$ cat config.mk
export PLATFORM = sky130hd
export DESIGN_NAME = crx_rx_err
export DESIGN_NICKNAME = d
export VERILOG_FILES = /design/src/shared/crx_pkg.sv /design/src/rtl/crx_rx_err.sv
export VERILOG_INCLUDE_DIRS = /design/src /design/src/shared
export SDC_FILE = /design/constraint.sdc
export NUM_CORES = 1
export LEC_CHECK = 0
export BUFFER_PORTS_ARGS = -buffer_cell sky130_fd_sc_hd__buf_2
export CORE_MARGIN = 1
export CORE_UTILIZATION = 25
export CTS_CLUSTER_SIZE = 16
export DETAILED_ROUTE_END_ITERATION = 6
export SYNTH_ARGS = -nofsm -noshare
export SYNTH_HDL_FRONTEND = slang
export SYNTH_SLANG_ARGS = --single-unit
$ cat constraint.sdc
create_clock -name clock -period 4.46 [get_ports clock]
set_input_delay 0.223 -clock clock [delete_from_list [all_inputs] [get_ports clock]]
set_output_delay 0.223 -clock clock [all_outputs]
set_load 0.01 [all_outputs]
$ cat src/shared/crx_defines.svh
/*
  constants for the camera receive error and payload-valid block:
  data type codes, error field positions, crc seed and timing figures.
  assumes nothing; included by the package and the design file.
*/
`ifndef CRX_DEFINES_SVH
`define CRX_DEFINES_SVH

// unknown-type field of the second error status and mask registers
`define CRX_UTYPE_LSB       4'd12
`define CRX_UTYPE_MSB       4'd15
`define CRX_SECOND_ERROR_STATUS_REG_RESET      16'h0000
`define CRX_SECOND_ERROR_MASK_REG_RESET     16'h0000

// data type codes
`define CRX_DT_FRAME_START  6'h00
`define CRX_DT_FRAME_END    6'h01
`define CRX_DT_LINE_START   6'h02
`define CRX_DT_LINE_END     6'h03
`define CRX_DT_SHORT_LAST   6'h0f
`define CRX_DT_NULL         6'h10
`define CRX_DT_BLANK        6'h11
`define CRX_DT_EMBED        6'h12
`define CRX_DT_RSV_LO       6'h13
`define CRX_DT_RSV_HI       6'h17
`define CRX_DT_YUV_LO       6'h18
`define CRX_DT_YUV_HI       6'h1f
`define CRX_DT_RGB_LO       6'h20
`define CRX_DT_RGB_HI       6'h24
`define CRX_DT_RAW_LO       6'h28
`define CRX_DT_RAW_HI       6'h2d
`define CRX_DT_USER_LO      6'h30
`define CRX_DT_USER_HI      6'h37

// checksum seed, footer ordering is low byte first
`define CRX_CRC_SEED        16'hffff

// long blanking threshold in receive clock periods
`define CRX_BLANK_PERIODS   32'h00040000

`endif

$ cat src/shared/crx_pkg.sv
/*
  types for the camera receive error and payload-valid block.
  assumes the defines header sits beside it on the include path.
*/
`include "crx_defines.svh"

package crx_pkg;

  // one received byte of the merged lane stream
  typedef struct packed {
    logic       sop;   // first header byte of a packet
    logic [7:0] data;
  } crx_byte_s;

  // payload word handed to the capture side
  typedef struct packed {
    logic [5:0] dtype;
    logic [7:0] data;
  } crx_pix_s;

  // packet parser states
  typedef enum logic [4:0] {
    CRX_IDLE = 5'b00001,
    CRX_HDR  = 5'b00010,
    CRX_PAY  = 5'b00100,
    CRX_CRC  = 5'b01000,
    CRX_ECC  = 5'b10000
  } crx_state_e;

endpackage

$ cat src/rtl/crx_rx_err.sv
/*
  receive-side packet parser of a camera serial link: unknown data type
  flags with mask and interrupt, payload-valid gating by packet type, and
  payload checksum checking with a byte count that stops between packets.
  assumes lane merging happens upstream: bytes arrive in order, each marked
  by a toggle of byte_strobe, and a packet start marker on its first byte.
  the receive clock is sampled by the core clock only to find its edges.
*/
`timescale 1ns/100ps
`default_nettype none
`include "crx_defines.svh"

module crx_rx_err
  import crx_pkg::*;
#(
  parameter int unsigned LANES = 4
)(
  // core clock and reset
  input  wire logic                clock,
  input  wire logic                reset,
  // link side, asynchronous to clock
  input  wire logic                receive_clock,
  input  wire logic                byte_strobe,
  input  wire crx_pkg::crx_byte_s  link_byte,
  // software side
  input  wire logic [15:0]         second_error_mask_reg,
  input  wire logic [3:0]          unknown_type_clear,
  output logic [15:0]              second_error_status_reg,
  output logic                     error_irq,
  output logic                     crc_error_flag,
  input  wire logic                crc_error_clear,
  // capture side
  output logic                     payload_valid,
  output crx_pkg::crx_pix_s        payload_word,
  output logic [15:0]              payload_count,
  output logic [5:0]               last_dtype
);

  // two-flop synchronisers for the link signals
  logic [2:0]  rclk_q;
  logic [2:0]  stb_q;
  crx_byte_s   byte_m_q;
  crx_byte_s   byte_s_q;
  logic [1:0]  vc_q;

  always_ff @(posedge clock)
  begin
    rclk_q   <= {rclk_q[1:0], receive_clock};
    stb_q    <= {stb_q[1:0], byte_strobe};
    byte_m_q <= link_byte;
    byte_s_q <= byte_m_q;
  end

  // a byte is taken when the synchronised strobe toggles
  wire        byte_take  = stb_q[2] ^ stb_q[1];
  wire        rclk_rise  = rclk_q[1] & ~rclk_q[2];
  wire [7:0]  bdata      = byte_s_q.data;

  // data type decoding used for both the error and the valid gate
  function automatic logic dt_known(input logic [5:0] dt);
    dt_known = (dt <= `CRX_DT_SHORT_LAST)
            || (dt >= `CRX_DT_NULL    && dt <= `CRX_DT_RSV_HI)
            || (dt >= `CRX_DT_YUV_LO  && dt <= `CRX_DT_YUV_HI)
            || (dt >= `CRX_DT_RGB_LO  && dt <= `CRX_DT_RGB_HI)
            || (dt >= `CRX_DT_RAW_LO  && dt <= `CRX_DT_RAW_HI)
            || (dt >= `CRX_DT_USER_LO && dt <= `CRX_DT_USER_HI);
  endfunction

  function automatic logic dt_long(input logic [5:0] dt);
    dt_long = dt > `CRX_DT_SHORT_LAST;
  endfunction

  // ccitt crc over one byte, lsb first
  function automatic logic [15:0] crc_byte(input logic [15:0] c, input logic [7:0] d);
    logic [15:0] r;
    r = c;
    for (int i = 0; i < 8; i++)
    begin
      if (r[0] ^ d[i])
        r = (r >> 1) ^ 16'h8408;
      else
        r = r >> 1;
    end
    crc_byte = r;
  endfunction

  // parser state
  crx_state_e  state_q;
  logic [1:0]  hidx_q;
  logic [5:0]  dtype_q;
  logic [15:0] wc_q;
  logic [15:0] cnt_q;
  logic [15:0] crc_q;
  logic [7:0]  crc_lo_q;
  logic        cidx_q;
  logic [31:0] idle_q;

  // header bytes: data type/vc, word count low, word count high, ecc
  // the word count high byte is the third byte of the header, taken at index 1
  wire         hdr_done   = byte_take && state_q == CRX_HDR && hidx_q == 2'd1;
  wire [15:0]  wc_full    = {bdata, wc_q[7:0]};
  wire         pay_last   = byte_take && state_q == CRX_PAY && cnt_q == wc_q - 16'h0001;
  wire         crc_done   = byte_take && state_q == CRX_CRC && cidx_q;
  wire [15:0]  crc_rx     = {bdata, crc_lo_q};
  // counting stops outside the payload phase, so idle gaps never wrap it
  wire         cnt_run    = byte_take && state_q == CRX_PAY;
  wire         is_blank   = dtype_q == `CRX_DT_NULL || dtype_q == `CRX_DT_BLANK;
  wire         unk_evt    = hdr_done && !dt_known(dtype_q);
  wire [1:0]   unk_bit    = vc_q;
  // the checksum is judged once per packet only, independent of idle time
  wire         crc_bad    = crc_done && crc_rx != crc_q;

  always_ff @(posedge clock)
  begin
    if (reset)
    begin
      state_q  <= CRX_IDLE;
      hidx_q   <= 2'd0;
      dtype_q  <= 6'h00;
      vc_q     <= 2'd0;
      wc_q     <= 16'h0000;
      cnt_q    <= 16'h0000;
      crc_q    <= `CRX_CRC_SEED;
      crc_lo_q <= 8'h00;
      cidx_q   <= 1'b0;
    end
    else if (byte_take)
    begin
      if (byte_s_q.sop)
      begin
        // a start marker always restarts the header
        state_q <= CRX_HDR;
        hidx_q  <= 2'd0;
        dtype_q <= bdata[5:0];
        vc_q    <= bdata[7:6];
        cnt_q   <= 16'h0000;
      end
      else
      begin
        unique case (state_q)
          CRX_IDLE: state_q <= CRX_IDLE;
          CRX_HDR:
          begin
            hidx_q <= hidx_q + 2'd1;
            if (hidx_q == 2'd0)
              wc_q[7:0] <= bdata;
            if (hidx_q == 2'd1)
            begin
              wc_q    <= wc_full;
              state_q <= CRX_ECC;
            end
          end
          CRX_ECC:
          begin
            crc_q  <= `CRX_CRC_SEED;
            cidx_q <= 1'b0;
            if (dt_long(dtype_q) && wc_q != 16'h0000)
              state_q <= CRX_PAY;
            else if (dt_long(dtype_q))
              state_q <= CRX_CRC;
            else
              state_q <= CRX_IDLE;
          end
          CRX_PAY:
          begin
            cnt_q <= cnt_q + 16'h0001;
            crc_q <= crc_byte(crc_q, bdata);
            if (pay_last)
              state_q <= CRX_CRC;
          end
          CRX_CRC:
          begin
            crc_lo_q <= bdata;
            cidx_q   <= 1'b1;
            if (cidx_q)
              state_q <= CRX_IDLE;
          end
        endcase
      end
    end
  end

  // receive clock periods spent idle, a diagnostic of blanking length only
  always_ff @(posedge clock)
  begin
    if (reset || (byte_take && byte_s_q.sop))
      idle_q <= 32'h0;
    else if (rclk_rise && state_q == CRX_IDLE && idle_q != `CRX_BLANK_PERIODS)
      idle_q <= idle_q + 32'h1;
  end

  // sticky unknown-type flags, one per virtual channel; set wins over clear
  logic [3:0] unk_q;
  wire  [3:0] unk_set = unk_evt ? (4'b0001 << unk_bit) : 4'b0000;

  always_ff @(posedge clock)
  begin
    if (reset)
      unk_q <= 4'h0;
    else
      unk_q <= (unk_q & ~unknown_type_clear) | unk_set;
  end

  // status word and masked interrupt
  wire [3:0] mask_utype = second_error_mask_reg[`CRX_UTYPE_MSB:`CRX_UTYPE_LSB];

  always_ff @(posedge clock)
  begin
    if (reset)
    begin
      second_error_status_reg <= `CRX_SECOND_ERROR_STATUS_REG_RESET;
      error_irq               <= 1'b0;
    end
    else
    begin
      second_error_status_reg <= {unk_q, 12'h000};
      error_irq               <= |(unk_q & ~mask_utype);
    end
  end

  // checksum error flag, set wins over clear
  always_ff @(posedge clock)
  begin
    if (reset)
      crc_error_flag <= 1'b0;
    else
      crc_error_flag <= crc_bad | (crc_error_flag & ~crc_error_clear);
  end

  // payload output, null and blanking payload never strobes
  always_ff @(posedge clock)
  begin
    if (reset)
    begin
      payload_valid <= 1'b0;
      payload_word  <= '0;
      payload_count <= 16'h0000;
      last_dtype    <= 6'h00;
    end
    else
    begin
      payload_valid <= cnt_run && !is_blank;
      if (cnt_run)
        payload_word <= '{dtype: dtype_q, data: bdata};
      payload_count <= cnt_q;
      if (hdr_done)
        last_dtype <= dtype_q;
    end
  end

endmodule
`default_nettype wire

# After elaboration in Yosys (flattened, before gate mapping)
# Index checks and enable logic that the tools add are counted.
[classes]
addsub = 3
n_lt_le_gt_ge = 12
eq_ne = 13
n_shift = 1
mux = 50
bitwise = 27
reduce_logical = 39
[ops]
columns = ["cell", "n"]
rows = [
  ["16-bit 2-to-1 mux", 38],
  ["16-bit case mux with 2 select lines", 1],
  ["5-bit case mux with 5 select lines", 1],
  ["2-bit inverter with 3-bit output", 8],
  ["5-bit 2-to-1 mux", 4],
  ["6-bit >= comparator (second input constant)", 3],
  ["6-bit <= comparator (second input constant)", 3],
  ["16-bit by 1-bit adder with 16-bit output (second input constant)", 1],
  ["16-bit == test", 1],
  ["16-bit != test", 1],
  ["16-bit nonzero test", 1],
  ["16-bit by 1-bit subtractor with 16-bit output (second input constant)", 1],
  ["1-bit logical AND", 15],
  ["6-bit by 5-bit == test with 1-bit output (second input constant)", 2],
  ["6-bit by 5-bit >= comparator with 1-bit output (second input constant)", 2],
  ["6-bit by 5-bit <= comparator with 1-bit output (second input constant)", 2],
  ["4-bit 2-to-1 mux", 3],
  ["3-bit AND reduction", 3],
  ["1-bit XOR", 9],
  ["4-bit AND", 2],
  ["4-bit inverter", 2],
  ["4-bit AND reduction", 2],
  ["2-bit nonzero test", 4],
  ["6-bit by 4-bit > comparator with 1-bit output (second input constant)", 1],
  ["other kinds (23)", 35],
]
[word_totals]
reg_bits = 152
in_bits = 34
output_inout_bits = 55

# Longest topological paths before layout
# Gate-level depths: netlist of run 1.
[logic_depth]
depth_word = 45
mapped_depth = 9

# Worst setup path after synthesis of run 1
# No wires, ideal clock.
[synth_timing]
kind = "register -> register"
start = "reg state_q[2]"
end = "reg state_q[2]"
setup_ns = 0.117
arrival_time_ns = 2.335
setup_slack_ns = 2.008
stages_incl_launch_ff = 8
n_path_buf = 1
period_less_slack_ns = 2.452
cell_sequence = "dfxtp_1 > or3_1 > or4b_2 > a21oi_1 > or2_2 > clkbuf_1 > mux2_2 > a32o_1"
[synth_between]
elab_chain_len = 5
word_cells_on_any_way = 13
classes_between = "eq/ne (8); mux (2); reduce/logical (3)"
[synth_lines]
columns = ["item", "line_no", "text"]
rows = [
  ["start, declared", "crx_rx_err.sv:88", "crx_state_e state_q;"],
  ["start signal, assigned", "crx_rx_err.sv:117", "state_q <= CRX_IDLE;"],
  ["start signal, assigned", "crx_rx_err.sv:132", "state_q <= CRX_HDR;"],
  ["start signal, assigned", "crx_rx_err.sv:141", "CRX_IDLE: state_q <= CRX_IDLE;"],
  ["5-bit by 3-bit == test with 1-bit output", "crx_rx_err.sv:102, crx_rx_err.sv:140", ""],
  ["1-bit logical AND (2 in a row)", "crx_rx_err.sv:102", "wire pay_last = byte_take && state_q == CRX_PAY && cnt_q == wc_q - 16'h0001;"],
  ["3-bit != test (no line)", "n/a", ""],
  ["4-bit AND reduction (no line)", "n/a", ""],
]
# Several ways; a longest one is shown, not always the timed one.
# A chain may end at the register's enable or synchronous reset.

# Final worst setup path of run 1
[layout_timing]
start = "reg wc_q[8]"
end = "reg state_q[3]"
[layout_between]
elab_chain_len = 5
word_cells_on_any_way = 10
classes_between = "add/sub (1); eq/ne (2); mux (3); reduce/logical (4)"
[layout_lines]
columns = ["item", "line_no", "text"]
rows = [
  ["start, declared", "crx_rx_err.sv:91", "logic [15:0] wc_q;"],
  ["start signal, assigned", "crx_rx_err.sv:149", "wc_q <= wc_full;"],
  ["16-bit by 1-bit subtractor with 16-bit output / 16-bit nonzero test (equally long branches)", "crx_rx_err.sv:102, crx_rx_err.sv:157", ""],
  ["16-bit == test / 1-bit logical AND (equally long branches)", "crx_rx_err.sv:102, crx_rx_err.sv:157", ""],
  ["1-bit logical AND / 4-bit 2-to-1 mux (equally long branches)", "crx_rx_err.sv:102, crx_rx_err.sv:157", ""],
  ["3-bit != test (no line) / 5-bit case mux with 5 select lines (equally long branches)", "n/a", ""],
  ["4-bit AND reduction (no line) / 5-bit 2-to-1 mux (equally long branches)", "n/a", ""],
]
# Several ways; a longest one is shown, not always the timed one.

==> results.txt, run 1 <==
The run finished with clean final reports. Synthesis handed over a netlist of 637 instances. The count of TritonRoute iterations in the first routing pass is 4.

For this run the aggregate overflow at the end of global routing stands at 0. The number of buffers on the longest clock path is 2. The register bit total from synthesis is 140. After floorplanning, the core was divided into 55 placement rows. The worst setup path is launched from a flop.

The core region is 22850 µm². For this run, the leading register cell type out of synthesis is dfxtp_1. The via count normalized by instance count is 4.350. The placed wire-length estimate after detailed placement came out at 9149 µm. Timing would allow up to 0.3611 GHz. The final number of hold-violating endpoints is 0. The clock slew at the register clock pins of the worst setup and hold paths came out at 70 ps. The total detailed-routing wirelength came out at 13540 µm.

The die boundary height is 155.1 µm. Of the synthesized area, sequential elements account for 47.81%. The worst clock skew is 13.38 ps. The count of unique library cells instantiated by Yosys came out at 53. The worst max-slew margin expressed relative to the limit is 39.77%. The H-tree depth is 4. Traced cell by cell, the critical path runs through nor4_1 > nand4_1 > or4_1 > a2111oi_0 > a21oi_1 > a311oi_1. TritonCTS built the clock tree. The global placer's final weighted congestion is 0.8254. The clock sink count came out at 140. The first routing iteration left 306 violations. The first global-routing pass estimated 22210 µm of wire.

The number of clock buffers inserted by TritonCTS is 17. The count of input and output buffers is 63. The post-route clock period utilization came out at 62.10%.

The remaining antenna violation count after routing is 0. The tree is rooted in a clkbuf_16. The mean instance size in the synthesized netlist came out at 9.202 µm². The via count came out at 4467. The number of antenna violations at the first check in global routing is 0. The number of enable-type register cells in the synthesized netlist is 0. The slew at the pin with the worst max-slew slack came out at 903.4 ps. The number of placed cells counting well taps came out at 983.

The arrival time at the worst endpoint came out at 3090 ps. In this run the static leakage power is 2.891 nW. Subtracting the final worst setup slack from the clock period gives 2769 ps. The setup path with the least slack is of type reg -> reg. Across the run, the number of max-cap violations was 0. The library cell used most frequently in the layout, excluding fill and tap cells, is dfxtp_1. The proportion of layout cells with a drive suffix above 1 is 15.27%. For the worst setup path, the data required time is 4780 ps.

Among cell families on the critical path, the largest total delay comes from simple AND/OR/NAND/NOR gates. The max-slew violation count came out at 0. In the routed design, unresolved DRC markers number 0.

The largest incremental delay on the critical path came out at 800 ps. The final non-filler cell area came out at 7123 µm². The critical path buffer and inverter count came out at 0.

The library cells used most frequently in the layout, excluding fill and tap cells, are dfxtp_1, nor2_1, buf_2. The mapped cell area is 5862 µm². The area growth from synthesis to layout is 21.52%. For this design, the slowest cell found on the critical path is nor4_1.

For this configuration, the core starts out at a cell density of 25.66%. At the later pin of the worst-skew pair, clock insertion delay measures 430 ps. The count of pins on the block boundary is 89. For this run, the number of Yosys warnings is 0. The path class of the lowest-slack min-delay path is in -> reg. The total setup buffers inserted after CTS is 0. Setup repair after global routing left no endpoint under its margin. The aggregate negative setup slack came out at 0 ps. The maximum number of pins on one net before global-route repair is 88. The global routing usage summed across all routing layers is 11.96%. The worst setup path is captured at a flop. The total placed instance area came out at 6435 µm².

In the synthesized netlist the async set-or-reset flop fraction comes to 0%. The via count of the first global-routing pass was 4077. The power density normalized to cell area came out at 388.2 nW/µm². The floorplan step defined a die boundary enclosing 24060 µm². The quantity of gates resized following cts came out at 0.

The maximum resistive drop on vdd is 0.2618 mV. The number of nets in the layout is 740. The antenna cell count is 0. The final routed wire length divided by cell count came out at 13.18 µm. The maximum fanout along the worst path is 8. In this run the horizontal extent of the chip is 155.1 µm. The total design power is 2.765 mW. Setup violations remaining at the end of the flow were counted as 0. The utilization after layout came out at 31.18%. The post-route non-filler standard cell count is 1027.
[layout make-up]
| cell class | instances | area [µm²] |
|---|---|---|
| clock inverter | 14 | 128.9 |
| fill | 2415 | 15720 |
| tap | 313 | 391.6 |
| sequential | 140 | 2803 |
| multi-input combinational | 442 | 2813 |
| clock buffer | 18 | 439.2 |
| timing repair buffer | 80 | 473.0 |
| inverter | 20 | 75.07 |
[metrics by stage]
step | worst slack [ps] | hold WS (ps)
floorplan | 2008 | 250.7
global placement | 1795 | 313.3
detailed placement | 1721 | 313.5
CTS | 1736 | 1.331
global route | 1407 | 51.73
finish | 1691 | 61.23
[metal layers]
layer,wire length (µm),vias to the layer above,GRT usage (%)
met5,0,-,0
met4,82,0,3.536
met3,508,5,3.259
met2,5977,89,17.46
met1,6972,2084,16.99
li1,-,2289,-
[logic make-up after synthesis]
| family | after synthesis | synth area share [%] |
|---|---|---|
| other cells | 1 | 0.06397 |
| simple gates | 231 | 19.10 |
| mux | 44 | 7.556 |
| xor+xnor | 76 | 11.36 |
| flops | 140 | 47.81 |
| buf+inv | 66 | 5.016 |
| compound gates | 74 | 8.026 |
| fa+ha+maj | 5 | 1.067 |
[worst paths after layout]
check | to | slack [ps] | startpoint | cells past startpoint
worst max-delay path | state_q[3] | 1690 | wc_q[8] | 6
worst min-delay path | unk_q[3] | 60 | unknown_type_clear[3] | 3
worst max register to register | state_q[3] | 1690 | wc_q[8] | 6
worst min register to register | bdata[7] | 330 | byte_m_q[7] | 0
[power by group]
part	leakage [nW]	internal, mW	switching (mW)
registers	1.14	1.27	0.0285
logic	1.48	0.0484	0.0736
clock network	0.270	0.747	0.600
[synth_stat cells (all sizes together) (5+ instances only)]
master	count	area [µm²]
a21oi	25	125.1
and3	6	37.54
buf	16	106.4
clkbuf	30	112.6
dfxtp	140	2803
ha	5	62.56
inv	19	71.32
mux2i	42	420.4
nand2	40	150.1
nand3	23	115.1
nand4	13	81.33
nor2	87	326.6
nor2b	17	106.4
nor3	15	75.07
nor4	10	75.07
o21ai	16	80.07
o22ai	9	56.30
xnor2	32	280.3
xor2	44	385.4
[worst min-delay path: cells and delay by family]
| kind | cells | cell delay, ps |
|---|---|---|
| buffers and inverters | 2 | 110 |
| AO/OA/AOI/OAI | 1 | 100 |
[what timing repair did]
item / CTS / global route
endpoints found under the setup margin: 0 / 0
hold buffers: 11 / 1
hold endpoints to repair: 11 / 1
(Power assumes the default switching activity.)
==> inputs of run 2 (changes only) <==
--- a/config.mk
+++ b/config.mk
@@ -6,6 +6,7 @@
 export SDC_FILE = /design/constraint.sdc
 export NUM_CORES = 1
 export LEC_CHECK = 0
+export ABC_AREA = 1
 export BUFFER_PORTS_ARGS = -buffer_cell sky130_fd_sc_hd__buf_2
 export CORE_MARGIN = 1
 export CORE_UTILIZATION = 25
==> constraint.sdc (replaced) <==
create_clock -name clock -period 2.35 [get_ports clock]
set_input_delay 0.1175 -clock clock [delete_from_list [all_inputs] [get_ports clock]]
set_output_delay 0.1175 -clock clock [all_outputs]
set_load 0.01 [all_outputs]
==> run 2 against run 1 <==
Effect of this change:
- utilization up 0.32 points
- combinational power up 130%
- flip-flop and latch count unchanged
- sequential share of layout area down 1.5 points
- critical path depth up 4
- clock skew down 1.2 ps
==> results.txt, run 2 <==
The number of nets in the layout is 907 (+23%). The biggest area contributor in the post-synthesis netlist is dfxtp_1. The via count of the first global-routing pass is 4973 (+22%).

The global routing usage summed across all routing layers was 13.38% (+1.4 points). The synthesized instance count came to 784 (+23%). The run finished with clean final reports. In the synthesized netlist the dominant register cell turns out to be dfxtp_1. The sequential-to-total area share from yosys stat is 46.55% (-1.3 points). The global placer's final weighted congestion is 0.8836 (+7.1%). The die footprint came out at 24710 µm² (+2.7%).

The clock sink count was 140 (unchanged). The maximum fanout along the worst path is 15 (+7). The count of unique library cells instantiated by Yosys is 43 (-19%). The total setup buffers inserted after CTS came out at 0 (unchanged). The number of filler instances in the final layout is 2531 (+4.8%). The area of the core came out at 23540 µm² (+3.0%). Counting instances in the post-synthesis netlist gives the leading cell types as dfxtp_1, nand2_1, inv_1. STA classifies the critical path endpoint as a flop. The die boundary height was 157.2 µm (+1.3%). The placed wire-length estimate after detailed placement came out at 10920 µm (+19%). The starting density of the core came to 25.57% (-0.083 points). The final critical delay including setup and external delays is 2033 ps (-736.1 ps). The final number of hold-violating endpoints is 0 (unchanged). The die boundary width came out at 157.2 µm (+1.3%).

The library cell used most frequently in the layout, excluding fill and tap cells, is dfxtp_1. TritonCTS built the clock tree. The antenna cell count came out at 0 (unchanged). The count of input and output buffers is 63 (unchanged). Setup repair after global routing left no endpoint under its margin. The global-route wire length before repair came to 25450 µm (+15%). The utilization after layout is 31.49% (+0.32 points). The number of clock buffers inserted by TritonCTS came to 17 (unchanged). The overflow left after global routing came out at 0 (unchanged). The final routed wire length divided by cell count is 12.95 µm (-1.8%). The clock latency of the later-clocked register in the worst-skew pair came to 420 ps (about the same). The violation count after the first detailed-route iteration came to 490 (+60%). The register bit total from synthesis is 140 (unchanged). The mean instance size in the synthesized netlist is 7.680 µm² (-17%). In this run the most critical hold path is launched from reset. The remaining antenna violation count after routing came out at 0 (unchanged). The arrival time at the worst endpoint is 2340 ps (-750 ps).

The count of pins on the block boundary came out at 89 (unchanged). The pre-CTS setup slack is 246.0 ps (-1475 ps). The number of antenna violations at the first check in global routing came out at 0 (unchanged).

The area share of the largest cell type after synthesis is 46.55% (-1.3 points). By startpoint and endpoint, the worst setup path is classified as reg -> reg. The via count came out at 5264 (+18%). The final count of negative-setup-slack endpoints came out at 0 (unchanged).

The worst path setup slack after routing is 316.6 ps (-1374 ps). The maximum resistive drop on vdd came out at 0.3256 mV (+24%). The synthesis-to-finish area growth came out at 23.15%. The maximum number of pins on one net before global-route repair is 63 (-28%).

The required time of the worst setup path came out at 2660 ps (-2120 ps). The total detailed-routing wirelength came to 15530 µm (+15%). The H-tree depth came out at 4 (unchanged).

The highest attainable clock frequency was 0.4918 GHz (+36%). The max-slew violation count is 0 (unchanged). The power density normalized to cell area came out at 720.5 nW/µm² (+86%). Tracing the worst setup path back leads to its startpoint at state_q[2].

The post-route clock period utilization is 86.53% (+24 points). The slew at the pin with the worst max-slew slack came out at 530.1 ps (-373.3 ps). The worst hold margin is 78.08 ps (+16.85 ps).

The total of warnings raised by yosys came out at 0 (unchanged). The mapped cell area came to 6021 µm² (+2.7%). In the layout the commonest cells are dfxtp_1, nand2_1, inv_1.

The remaining design rule violation count is 0 (unchanged). The worst clock skew came out at 12.16 ps (-1.223 ps). The critical register-to-register path startpoint is state_q[2]. By area the synthesized netlist is led by dfxtp_1, nand2_1, o21ai_0. The count of max-cap constraint violations is 0 (unchanged). The share of flip-flops with an asynchronous set or reset after synthesis was 0% (unchanged).

The path class of the lowest-slack min-delay path is in -> reg. The proportion of layout cells with a drive suffix above 1 is 14.89% (-0.38 points). The aggregate negative setup slack is 0 ps (unchanged). The worst setup path is launched from a flop.

The via count normalized by instance count was 4.390 (+0.94%). The root buffer cell chosen for the clock tree is clkbuf_16. The number of buffers on the longest clock path came to 2 (unchanged). The count of TritonRoute iterations in the first routing pass is 5 (+1). The standard-cell row count came out at 56 (+1.8%). The worst max-slew margin expressed relative to the limit is 64.34% (+25 points). The clock slew at the register clock pins of the worst setup and hold paths is 70 ps (about the same). The standby leakage power came out at 3.223 nW (+11%). The number of enable-type register cells in the synthesized netlist came out at 0 (unchanged). In the post-synthesis netlist, the cell with the most instances is dfxtp_1.
run 2: cell types whose count changed in the layout (fill, tap and decap cells not counted), moves of 17 or more:
cell and delta:
a21oi_1 +50, inv_1 +71, mux2i_1 -42, nand2_1 +79, nor2b_1 -17, o21ai_0 +68
xor2_1 -31
run 2: cells by family (layout without fill, tap and decap cells):
logic type / count (synthesis) / in the layout / share of synthesized area [%]
compound gates: 180 / 180 / 15.92
xor+xnor: 36 / 36 / 5.237
fa+ha+maj: 5 / 5 / 1.039
buf+inv: 131 / 216 / 9.268
flops: 140 / 140 / 46.55
other cells: 1 / 12 / 0.06228
simple gates: 291 / 291 / 21.92
run 2: power breakdown:
group	internal [mW]	switching [mW]	total [mW]	leakage, nW
clock network	1.56	1.05	2.61	0.269
registers	2.41	0.0322	2.44	1.14
logic	0.0987	0.188	0.286	1.82
total	4.07	1.27	5.34	3.22
run 2: metrics by stage:
step	power [mW]	area (µm²)	std cells
floorplan	2.681	6062	795
CTS	5.403	7405	1199
global route	5.572	7415	1199
global placement	2.757	6655	1150
finish	5.342	7415	1199
detailed placement	2.759	6655	1150
run 2: repair_timing:
action	4_1_cts	5_1_grt
setup endpoints to repair	0	5
resized for setup	0	3
hold buffers	18	0
hold endpoints to repair	16	0
run 2: final timing paths:
kind	slack [ps]	to	cells past startpoint
setup reg to reg	320	wc_q[9]	10
hold / removal	80	unk_bit[0]	4
setup / recovery	320	wc_q[9]	10
hold reg to reg	330	bdata[2]	0
run 2: layout make-up:
cell class / count / area, µm² / share of cell area (%)
flip-flops and latches: 140 / 2803 / 37.80
multi-input cells: 524 / 2711 / 36.57
repair buffers: 92 / 578.1 / 7.796
clock buffers: 18 / 429.2 / 5.788
well taps: 319 / 399.1 / 5.383
inverters: 93 / 354.1 / 4.776
clock inverters: 13 / 140.1 / 1.890
run 2: critical path, cell delays in order (launching register included):
cell and delay [ps]:
dfxtp_1 350, nor2_1 110, inv_1 60, nor4_1 410
inv_1 120, nor2_1 190, inv_1 110, nor2_4 260
inv_1 130, nor2_1 120, nor2_1 60
run 2: routing by layer:
layer / vias to the layer above / part of all wire, % / GRT usage, %
met1: 2402 / 48 / 17.74
met3: 21 / 5.1 / 3.937
met2: 137 / 45 / 20.75
met4: 0 / 1.3 / 4.161
met5: - / 0 / 0
li1: 2704 / - / -
==> inputs of run 3 (changes only) <==
--- a/config.mk
+++ b/config.mk
@@ -9,9 +9,10 @@
 export ABC_AREA = 1
 export BUFFER_PORTS_ARGS = -buffer_cell sky130_fd_sc_hd__buf_2
 export CORE_MARGIN = 1
-export CORE_UTILIZATION = 25
+export CORE_UTILIZATION = 54
 export CTS_CLUSTER_SIZE = 16
 export DETAILED_ROUTE_END_ITERATION = 6
+export PLACE_DENSITY = 0.76
 export SYNTH_ARGS = -nofsm -noshare
 export SYNTH_HDL_FRONTEND = slang
 export SYNTH_SLANG_ARGS = --single-unit
==> constraint.sdc (replaced) <==
create_clock -name clock -period 2.2 [get_ports clock]
set_input_delay 0.11 -clock clock [delete_from_list [all_inputs] [get_ports clock]]
set_output_delay 0.11 -clock clock [all_outputs]
set_load 0.01 [all_outputs]
==> run 3 against run 2 <==
Effect of this change:
- global-route usage grew 14 points
- critical path depth grew 5
- sequential power grew 7%
- register-to-register slack lost 100 ps
- the flow now finishes with violations (DRC)
- non-clock buffer count grew 1
- utilization grew 35 points
- via count grew 2.5%
==> results.txt, run 3 (synthesis gave the netlist of run 2 again) <==
The number of placed cells counting well taps came to 972 (-15%). Leaving out fill and tap cells, the most frequent cell in the layout is dfxtp_1. The final critical delay including setup and external delays is 1983 ps (-49.99 ps).

The count of TritonRoute iterations in the first routing pass came out at 7 (+2). The worst clock skew is 5.703 ps (-6.455 ps). The number of nets in the layout came out at 908 (+0.11%).

The H-tree depth came out at 4 (unchanged). The standby leakage power is 3.254 nW (+0.96%). The via count was 5395 (+2.5%). The worst max-slew margin expressed relative to the limit was 64.24% (-0.098 points). The final number of hold-violating endpoints is 0 (unchanged). The die boundary width came out at 107.6 µm (-32%). The start point of the worst hold path is reset. In the layout the commonest cells are dfxtp_1, nand2_1, inv_1. The count of max-cap constraint violations came out at 0 (unchanged). The synthesis-to-finish area growth is 20.22%. The number of clock buffers inserted by TritonCTS is 17 (unchanged). The tree is rooted in a clkbuf_8. The proportion of layout cells with a drive suffix above 1 came out at 15.10% (+0.21 points). The clock network fraction of total power is 49.6% (+0.7 points). The maximum number of pins on one net before global-route repair is 44 (-30%). The slew at the pin with the worst max-slew slack is 532.3 ps (+2.260 ps). The post-route clock period utilization is 90.15% (+3.6 points).

The global placer's final weighted congestion came out at 0.9250 (+4.7%). The remaining antenna violation count after routing is 0 (unchanged). The global routing usage summed across all routing layers is 27.03% (+14 points). The die boundary height is 107.6 µm (-32%).

The setup path with the least slack is of type reg -> reg. The internal power summed over all cells is 4.552 mW (+12%). The count of input and output buffers is 63 (unchanged).

The required time of the worst setup path came out at 2600 ps (-60 ps). The sequential share of power is 45.2% (-0.5 points). STA classifies the critical path startpoint as a flop. The placed wire-length estimate after detailed placement was 10100 µm (-7.5%). The power density normalized to cell area was 799.7 nW/µm² (+11%). The power share of the combinational group was 5.2% (-0.2 points). The aggregate negative setup slack came out at 0 ps (unchanged). The flow ran to the end, but the final reports show violations. The final routed wire length divided by cell count is 14.18 µm (+9.5%). The arrival time at the worst endpoint is 2380 ps (+40 ps).

The capturing element type of the critical path is a flop. The count of pins on the block boundary came out at 89 (unchanged). The switching share of power came out at 21.35% (-2.5 points). The clock latency of the later-clocked register in the worst-skew pair was 530 ps (+110 ps). The most critical setup path has its startpoint at wc_q[0]. The via count of the first global-routing pass came to 5144 (+3.4%). The starting density of the core is 55.54% (+30 points). The die footprint was 11580 µm² (-53%). The global-route wire length before repair came to 23830 µm (-6.4%). The via count normalized by instance count came out at 5.284 (+20%). The overflow left after global routing is 0 (unchanged). The power dissipated by switching net loads came out at 1.236 mW (-2.9%). The worst register-to-register path begins at wc_q[0]. The standard-cell row count was 38 (-32%). The area of the core came out at 10840 µm² (-54%). The tightest min-delay check is of the in -> reg type. The total setup buffers inserted after CTS came to 0 (unchanged). The highest attainable clock frequency is 0.5042 GHz (+2.5%). The antenna cell count came out at 0 (unchanged).

The number of antenna violations at the first check in global routing came out at 0 (unchanged). The number of filler instances in the final layout was 927 (-63%). The clock slew at the register clock pins of the worst setup and hold paths came out at 60 ps (about the same). The worst hold margin is 16.56 ps (-61.51 ps).

The violation count after the first detailed-route iteration is 395 (-19%). The post-route non-filler standard cell count came to 1021 (-15%). The max-slew violation count is 0 (unchanged). The clock sink count came out at 140 (unchanged). The number of buffers on the longest clock path came out at 2 (unchanged). The total detailed-routing wirelength came out at 14470 µm (-6.8%).

TritonCTS built the clock tree. The maximum fanout along the worst path is 5 (-10). The final count of negative-setup-slack endpoints came out at 0 (unchanged). The checks that failed: DRC.

The remaining design rule violation count was 6 (+6). The maximum resistive drop on vdd is 0.6711 mV (+110%).
## run 3: per-stage QoR
step	cell area [µm²]	power, mW	util, %	worst slack, ps
detailed placement	6439	2.937	59.40	146.7
floorplan	6062	2.864	-	444.1
finish	7238	5.788	66.77	216.6
global placement	6439	2.929	59.40	212.7
CTS	7221	5.818	66.61	131.4
global route	7238	5.989	66.77	-3.572
## run 3: area by class of cell
cell class	count	area, µm²	area share, %
Sequential cell	140	2803	38.72
Multi-Input combinational cell	524	2719	37.56
Timing Repair Buffer	93	585.6	8.090
Clock buffer	25	494.2	6.828
Inverter	93	354.1	4.892
Tap cell	140	175.2	2.420
Clock inverter	6	107.6	1.487
## run 3: power groups by stage
| stage | registers [mW] | logic, mW | clock network (mW) |
|---|---|---|---|
| after floorplan | 2.65 | 0.214 | 0 |
| after global placement | 2.67 | 0.264 | 0 |
| after detailed placement | 2.67 | 0.270 | 0 |
| after CTS | 2.61 | 0.295 | 2.91 |
| after global routing | 2.62 | 0.339 | 3.03 |
| final | 2.61 | 0.303 | 2.87 |
## run 3: timing repair
item | in CTS | in global routing
gates resized for setup | 0 | 6
hold endpoints to repair | 16 | 0
hold buffers | 18 | 0
endpoints found under the setup margin | 0 | 5
## run 3: worst max-delay path, stage by stage, from the launching register on
cell and delay [ps]:
dfxtp_1 320, inv_1 90, ha_2 340, inv_1 40, nand2_1 50, nand2_1 50
nor2_1 130, nand3_1 100, nor2_1 90, nand3_1 90, nor2_2 110, nand3_1 100
nand2_2 100, nand2_2 90, nand2_1 100, a21oi_1 60
## run 3: path summary, 6_finish.rpt
kind	depth (start not counted)	end	slack, ps
hold / removal	4	cnt_q[7]	20
hold reg to reg	0	bdata[3]	320
setup / recovery	15	state_q[2]	220
setup reg to reg	15	state_q[2]	220
## run 3: routing by layer
| layer | GRT usage, % | wire [µm] |
|---|---|---|
| met2 | 45.19 | 6832 |
| met1 | 32.96 | 6348 |
| met3 | 5.327 | 833 |
| met5 | 0 | 0 |
| met4 | 13.70 | 457 |
